==> config.mk <==
export PLATFORM = sky130hd
export DESIGN_NAME = nvm_access
export DESIGN_NICKNAME = d
export VERILOG_FILES = /design/src/nvm_access_pkg.sv /design/src/nvm_access.sv
export SDC_FILE = /design/constraint.sdc
export NUM_CORES = 1
export LEC_CHECK = 0
export BUFFER_PORTS_ARGS = -buffer_cell sky130_fd_sc_hd__buf_2
export CORE_ASPECT_RATIO = 1.25
export CORE_MARGIN = 5
export CORE_UTILIZATION = 62
export CTS_CLUSTER_DIAMETER = 40
export DETAILED_ROUTE_END_ITERATION = 10
export GPL_TIMING_DRIVEN = 0
export HOLD_SLACK_MARGIN = 0.06
export PLACE_DENSITY = 0.9
export SLEW_MARGIN = 5
export SYNTH_ARGS = -nofsm -noshare
export SYNTH_HDL_FRONTEND = slang
export SYNTH_SLANG_ARGS = --single-unit
==> constraint.sdc <==
create_clock -name i_clk_sys -period 3.1 [get_ports i_clk_sys]
set_input_delay 0.31 -clock i_clk_sys [delete_from_list [all_inputs] [get_ports i_clk_sys]]
set_output_delay 0.31 -clock i_clk_sys [all_outputs]
set_load 0.05 [all_outputs]
==> src/nvm_access_pkg.sv <==
// Constants, register map and timing of the nonvolatile data array access block.
// Assumes a core that reaches its special registers by sector and byte offset.
package nvm_access_pkg;

  // ==========================================================================
  // Register map
  localparam logic       SECTOR_DIRECT   = 1'b0;
  localparam logic       SECTOR_INDIRECT = 1'b1;
  localparam logic [7:0] OFS_ADDRESS     = 8'h1A;  // sector 0, placement of this core
  localparam logic [7:0] OFS_DATA        = 8'h1B;  // sector 0, placement of this core
  localparam logic [7:0] OFS_CONTROL     = 8'h40;  // sector 1

  // ==========================================================================
  // Field positions
  localparam int ADDR_W        = 6;
  localparam int DEPTH         = 64;
  localparam int BIT_PROG_PERM = 3;
  localparam int BIT_WR_START  = 2;
  localparam int BIT_FETCH_PERM = 1;
  localparam int BIT_RD_START  = 0;

  // ==========================================================================
  // Reset values
  localparam logic [5:0] RST_ADDRESS = 6'h00;
  localparam logic [7:0] RST_DATA    = 8'h00;
  localparam logic [3:0] RST_CONTROL = 4'h0;

  // ==========================================================================
  // Timing
  localparam int CLK_PERIOD_NS  = 50;
  localparam int WRITE_TIME_NS  = 2000;
  localparam int READ_TIME_NS   = 100;
  localparam int WRITE_CYCLES   = (WRITE_TIME_NS + CLK_PERIOD_NS - 1) / CLK_PERIOD_NS;
  localparam int READ_CYCLES    = (READ_TIME_NS + CLK_PERIOD_NS - 1) / CLK_PERIOD_NS;
  localparam int CNT_W          = 16;

  typedef enum logic [1:0] {ST_IDLE, ST_WRITE, ST_READ} nvm_state_t;

endpackage : nvm_access_pkg

==> src/nvm_access.sv <==
// Nonvolatile data array with address, data and control registers.
// Assumes the core presents one register access per cycle, already resolved
// to sector and offset (indirect pointer path resolved by the core).
// Register accesses and array cycles all run on the one system clock.
// Array content is not cleared by reset and starts unknown in simulation.
`timescale 1ns/1ps
module nvm_access
  import nvm_access_pkg::*;
#(
  parameter int WR_CYCLES = WRITE_CYCLES,
  parameter int RD_CYCLES = READ_CYCLES
)(
  input  wire logic       i_clk_sys,  // System clock, 20 MHz
  input  wire logic       i_rst,      // Synchronous reset, active high
  input  wire logic       i_sector,   // Register sector of the access
  input  wire logic [7:0] i_offset,   // Register offset within sector
  input  wire logic       i_indirect, // Access arrives via indirect port
  input  wire logic       i_we,       // Register write strobe
  input  wire logic       i_re,       // Register read strobe
  input  wire logic [7:0] i_wdata,    // Write data
  output logic      [7:0] o_rdata,    // Read data, valid cycle after i_re
  output logic            o_busy      // Array cycle in progress
);

  typedef struct packed {
    // Sequencer
    nvm_state_t      st;
    // Software-visible registers
    logic [5:0]      addr;
    logic [7:0]      data;
    // Control register bits
    logic            prog_perm;
    logic            wr_start;
    logic            fetch_perm;
    logic            rd_start;
    // Frozen operation and its counter
    logic [5:0]      op_addr;
    logic [7:0]      op_data;
    logic [CNT_W-1:0] cnt;
    // Read port
    logic [7:0]      rdata;
  } state_t;

  state_t state_r;
  state_t state_nxt;

  logic [7:0] mem_r [DEPTH];
  logic       sel_addr;
  logic       sel_data;
  logic       sel_ctl;
  logic       mem_we;
  logic [7:0] ctl_view;
  logic       ctl_wr;
  logic       can_go;
  logic       wr_go;
  logic       rd_go;
  logic       op_done;
  logic [7:0] rd_mux;

  // ==========================================================================
  // Decode
  // Control answers only on the pointer path; a direct access to the
  // same sector and offset is unmapped and reads zero
  assign sel_addr = (i_sector == SECTOR_DIRECT) && (i_offset == OFS_ADDRESS);
  assign sel_data = (i_sector == SECTOR_DIRECT) && (i_offset == OFS_DATA);
  assign sel_ctl  = (i_sector == SECTOR_INDIRECT) && i_indirect
                    && (i_offset == OFS_CONTROL);

  // Upper control bits are unimplemented and read zero
  assign ctl_view = {4'h0, state_r.prog_perm, state_r.wr_start,
                     state_r.fetch_perm, state_r.rd_start};

  // ==========================================================================
  // Read mux
  always_comb
  begin
    rd_mux = 8'h00;
    if (sel_addr)
    begin
      rd_mux = {2'b00, state_r.addr};
    end
    else if (sel_data)
    begin
      rd_mux = state_r.data;
    end
    else if (sel_ctl)
    begin
      rd_mux = ctl_view;
    end
  end

  // ==========================================================================
  // Start requests
  // Permits are judged on their stored value, so a permit and its start in
  // one write launch a cycle only if that permit was already stored; a start while busy is dropped
  assign ctl_wr  = i_we && sel_ctl;
  assign can_go  = (state_r.st == ST_IDLE);
  assign op_done = (state_r.cnt == '0);
  assign wr_go   = ctl_wr && can_go && i_wdata[BIT_WR_START]
                   && state_r.prog_perm;
  // Write wins should both starts arrive together
  assign rd_go   = ctl_wr && can_go && !wr_go && i_wdata[BIT_RD_START]
                   && state_r.fetch_perm;

  // ==========================================================================
  // Next state
  always_comb
  begin
    state_nxt = state_r;
    mem_we    = 1'b0;

    // Read data is captured only on a read strobe and then stands
    if (i_re)
    begin
      state_nxt.rdata = rd_mux;
    end

    // Register writes
    if (i_we && sel_addr)
    begin
      state_nxt.addr = i_wdata[ADDR_W-1:0];
    end
    if (i_we && sel_data)
    begin
      state_nxt.data = i_wdata;
    end
    if (ctl_wr)
    begin
      // Permits follow every control write, busy or not
      state_nxt.prog_perm  = i_wdata[BIT_PROG_PERM];
      state_nxt.fetch_perm = i_wdata[BIT_FETCH_PERM];
    end

    // Launch; address and data are frozen for the whole write
    if (wr_go)
    begin
      state_nxt.wr_start = 1'b1;
      state_nxt.st       = ST_WRITE;
      state_nxt.op_addr  = state_r.addr;
      state_nxt.op_data  = state_r.data;
      state_nxt.cnt      = CNT_W'(WR_CYCLES - 1);
    end
    else if (rd_go)
    begin
      state_nxt.rd_start = 1'b1;
      state_nxt.st       = ST_READ;
      state_nxt.op_addr  = state_r.addr;
      state_nxt.cnt      = CNT_W'(RD_CYCLES - 1);
    end

    // Start bits are cleared only here and by reset, never by software
    case (state_r.st)
      ST_IDLE:
      begin
        // Nothing counts while idle
      end
      ST_WRITE:
      begin
        if (op_done)
        begin
          // Byte lands on the last count, as the start bit clears
          mem_we             = 1'b1;
          state_nxt.wr_start = 1'b0;
          state_nxt.st       = ST_IDLE;
        end
        else
          state_nxt.cnt = state_r.cnt - 1'b1;
      end
      ST_READ:
      begin
        if (op_done)
        begin
          // Array byte wins over a same-cycle software data write
          state_nxt.data     = mem_r[state_r.op_addr];
          state_nxt.rd_start = 1'b0;
          state_nxt.st       = ST_IDLE;
        end
        else
          state_nxt.cnt = state_r.cnt - 1'b1;
      end
      default: state_nxt.st = ST_IDLE;
    endcase
  end

  // ==========================================================================
  // Registers
  always_ff @(posedge i_clk_sys)
  begin
    if (i_rst)
    begin
      // Synchronous reset clears every field; the array is left alone
      state_r.st         <= ST_IDLE;
      state_r.addr       <= RST_ADDRESS;
      state_r.data       <= RST_DATA;
      {state_r.prog_perm, state_r.wr_start,
       state_r.fetch_perm, state_r.rd_start} <= RST_CONTROL;
      state_r.op_addr    <= '0;
      state_r.op_data    <= '0;
      state_r.cnt        <= '0;
      // Read data shows zero until the first read
      state_r.rdata      <= '0;
    end
    else
      state_r <= state_nxt;
  end

  // ==========================================================================
  // Array storage
  // Array content is kept over reset, as nonvolatile storage would be
  always_ff @(posedge i_clk_sys)
  begin
    if (mem_we)
      mem_r[state_r.op_addr] <= state_r.op_data;
  end

  // ==========================================================================
  // Outputs
  // Busy is decoded straight from the state register, no extra stage
  assign o_rdata = state_r.rdata;
  assign o_busy  = (state_r.st != ST_IDLE);

endmodule : nvm_access

==> tab_implementation.tex <==
\begin{tabular}{lr}
\hline
Metric & Value \\
\hline
\multicolumn{2}{l}{\textbf{Run status}} \\
Result of the run & finished with violations \\
Violated checks & negative setup slack \\
\multicolumn{2}{l}{\textbf{GRT}} \\
Total track usage & 0.2993 \\
Pin count of the biggest net entering global routing & 50 \\
Grt ovf & 0 \\
Antenna violations before repair & 0 \\
Number of global-route vias before repair & 13830 \\
Wire length of the first global-routing pass & 90.57 mm \\
\multicolumn{2}{l}{\textbf{Layout}} \\
Number of standard cells in the layout, taps in and fillers out & 1960 \\
Layout cell share with drive strength beyond 1 & 0.2446 \\
Commonest non-fill, non-tap cell in the layout & edfxtp\_1 \\
Area added between synthesis and finish & 14.39\% \\
Fraction of the core area covered by cells at the end of the flow & 0.7184 \\
Filler Cell Count & 1891 \\
Nets & 1466 \\
Total inserted antenna cells & 0 \\
Highest-count cells in the layout ignoring fill and taps & edfxtp\_1, mux2i\_1, mux4\_2 \\
\multicolumn{2}{l}{\textbf{Routing}} \\
Post-route DRC violation count & 0 \\
Routed wirelength normalized by instance count & 32.61 µm \\
Number of detailed-routing iterations run before antenna repair & 8 \\
Routed wire length & 63.91 mm \\
Detail-routed via count per cell & 7.189 \\
Initial detailed-routing violation count & 2423 \\
Via Count & 14090 \\
Antenna-violating nets left & 0 \\
\multicolumn{2}{l}{\textbf{Logic synthesis}} \\
Area contributors post-synth & edfxtp\_1, mux2i\_1, mux4\_2, dfxtp\_1, nor2\_1 \\
Ys Warns & 0 \\
Number of storage elements in the synthesis netlist & 576 \\
EDFF count, synth & 512 \\
Number of cells produced by synthesis & 1339 \\
Synthesized Nets & 1366 \\
Cell area after synthesis & 0.02286 mm² \\
Primary flip-flop cell chosen by synthesis mapping & edfxtp\_1 \\
Post-synthesis sequential area ratio & 0.7285 \\
Library cell with the largest summed area after synthesis & edfxtp\_1 \\
Fraction of synthesis flops using an asynchronous set or reset pin & 0 \\
Avg Synthesized Cell Area & 17.07 µm² \\
Fraction of post-synthesis cell area in the top cell type by area & 0.6725 \\
Count of unique library cells instantiated by Yosys & 60 \\
\multicolumn{2}{l}{\textbf{Timing}} \\
Final period utilization & 1.085 \\
Final clock skew & 0.03371 ns \\
Pins Over Slew Limit & 0 \\
Final Setup Violations & 65 \\
Min Clock Period, post-route & 3.363 ns \\
Tightest slew margin relative to the limit & 0.1933 \\
Slew at the pin closest to its max-slew limit & 1.207 ns \\
PnR worst setup slack & -0.2630 ns \\
Maximum achievable frequency & 297.4 MHz \\
Setup Total Neg Slack & -5.325 ns \\
Setup repair after global routing missed its margin & true \\
Final hold vios & 0 \\
\multicolumn{2}{l}{\textbf{Setup path}} \\
Sort of element at the start of the critical path & flip-flop \\
Highest net fanout along the worst path & 10 \\
Max stage delay on crit path & 0.57 ns \\
Ordered list of cells on the worst path & buf\_2 -> clkbuf\_4 -> nor2\_1 -> clkbuf\_1 -> a221oi\_1 -> o22ai\_1 -> nor3\_2 -> a311o\_1 \\
Nature of the critical path endpoint & flip-flop \\
Setup CP Type & flip-flop to flip-flop \\
Worst path bufs/invs & 3 \\
Arrival time worst endpoint & 3.88 ns \\
Required time of the critical path & 3.61 ns \\
Top cell family by delay on the critical path & buffers and inverters \\
Slowest cell on crit path & nor3\_2 \\
\multicolumn{2}{l}{\textbf{Placement}} \\
Cell total after placement & 1856 \\
Weighted congestion reported at the end of routability-driven placement & 0.9378 \\
Placed wire-length estimate after detailed placement & 35.92 mm \\
Setup Slack @ Placement & -0.4958 ns \\
Input/output buffers & 29 \\
\multicolumn{2}{l}{\textbf{Floorplan}} \\
Die Y & 224.7 µm \\
Full die area & 0.04084 mm² \\
Width of the die & 181.8 µm \\
Initial core utilization & 0.6280 \\
Core area & 0.03640 mm² \\
Number of placement rows & 78 \\
Top-level I/O count & 31 \\
\multicolumn{2}{l}{\textbf{Pwr}} \\
Maximum resistive drop on vdd & 0.4418 mV \\
Overall Power & 0.01527 W \\
Ratio of total power to cell area & 584.1 mW/mm² \\
Leakage power summed over all cells & 9.319 nW \\
\multicolumn{2}{l}{\textbf{Clock network}} \\
Total clock buffers created by CTS & 51 \\
\# clock sinks & 576 \\
Clock network latency to the later pin of the worst-skew pair & 0.60 ns \\
\# H-tree levels & 2 \\
TritonCTS clock tree & done \\
Root buffer selected by CTS & clkbuf\_16 \\
Clock tree buffer depth & 3 \\
CTS clk-pin slew, worst paths & 0.07 ns \\
\multicolumn{2}{l}{\textbf{Run}} \\
Count of max-cap constraint violations & 0 \\
\multicolumn{2}{l}{\textbf{Min path}} \\
Kind of path behind the tightest hold check & input pin to flip-flop \\
\hline
\end{tabular}
==> synthesized netlist by cell type (all sizes together) (3+ instances only) <==
cell     count
edfxtp     512
mux2i      149
nor2       119
mux4        66
dfxtp       64
buf         53
nand2       35
nand3       34
clkbuf      29
a22oi       25
o22ai       22
a21oi       21
mux2        20
a221oi      18
nor3        16
a22o        12
nor2b       12
a211oi      11
o21ai       11
a2111oi     10
inv          9
nand2b       8
or3          8
nand3b       7
a311o        6
ha           5
a31oi        4
and2         4
nor4         4
or2          4
or3b         4
nand4        3
xnor2        3
==> worst reg2reg max path: stages, from the launching register on <==
cell      delay (ns)
dfxtp_1         0.47
buf_2           0.38
clkbuf_4        0.36
nor2_1          0.16
clkbuf_1        0.36
a221oi_1        0.52
o22ai_1         0.25
nor3_2          0.57
a311o_1         0.23
==> sequential cells by signal, summed over array words and instances, names as in the netlist, named ones only <==
| name | flops |
|---|---|
| ctl_view | 4 |
| mem_r | 512 |
| o_rdata | 8 |
| state_r | 46 |
==> area by class of cell <==
type	instances	area, µm²	share of cell area
plain buffers	80	437.9	0.01675
clock buffers	65	1409	0.05387
clock inverters	29	389.1	0.01488
inverters	9	33.78	0.001292
multi-input cells	672	6207	0.2374
flip-flops and latches	576	16670	0.6373
well taps	480	600.6	0.02297
repair buffers	49	407.9	0.01560
==> final timing paths <==
| path | slack, ns | from | depth (start not counted) | to |
|---|---|---|---|---|
| worst max-delay path | -0.26 | flip-flop | 8 | state_r[48]$_SDFF_PP0_ |
| worst min-delay path | 0.08 | i_re | 3 | o_rdata[3]$_SDFFE_PP0P_ |
| worst max register to register | -0.26 | flip-flop | 8 | state_r[48]$_SDFF_PP0_ |
| worst min register to register | 0.48 | o_rdata[6]$_SDFFE_PP0P_ | 2 | o_rdata[6]$_SDFFE_PP0P_ |
==> through the flow <==
stage,cell area [µm²],hold WS [ns]
after floorplan,22860,0.4409
after global placement,23610,0.4590
final,26150,0.07639
after detailed placement,23780,0.4694
after CTS,25930,0.07654
after global routing,26150,0.09902
==> timing repair <==
item / CTS / global route
endpoints found under the hold margin: 7 / 0
pin swaps: 3 / 0
buffers inserted: 7 / 0
hold buffers: 5 / 0
gates resized for setup: 87 / 61
setup endpoints to repair: 520 / 291
==> report_power, final <==
part | internal, W | switching [W]
Clock | 0.00398 | 0.00289
Sequential | 0.00832 | 0.00000206
Combinational | 0.0000295 | 0.0000560
==> cells by family (layout without fill, tap and decap cells) <==
group                      after synthesis  after routing  share of synthesized area
and+or+nand+nor                        273            273                    0.05905
xor gates and xnor gates                 4              4                   0.001533
DFF                                    576            576                     0.7285
muxes                                  235            235                     0.1401
buffers and inverters                   91            232                    0.01850
adders and majority gates                5              5                   0.002736
AOI/OAI and AO/OA                      155            155                    0.04953
==> routing by layer <==
| layer | track usage | wire [µm] | vias up |
|---|---|---|---|
| met5 | 0 | 0 | - |
| met4 | 0.1586 | 4957 | 0 |
| met3 | 0.06373 | 8311 | 359 |
| met2 | 0.4890 | 30400 | 1378 |
| met1 | 0.3814 | 20240 | 6830 |
| li1 | - | - | 5523 |
No activity file was read; power rests on OpenSTA's default activity.
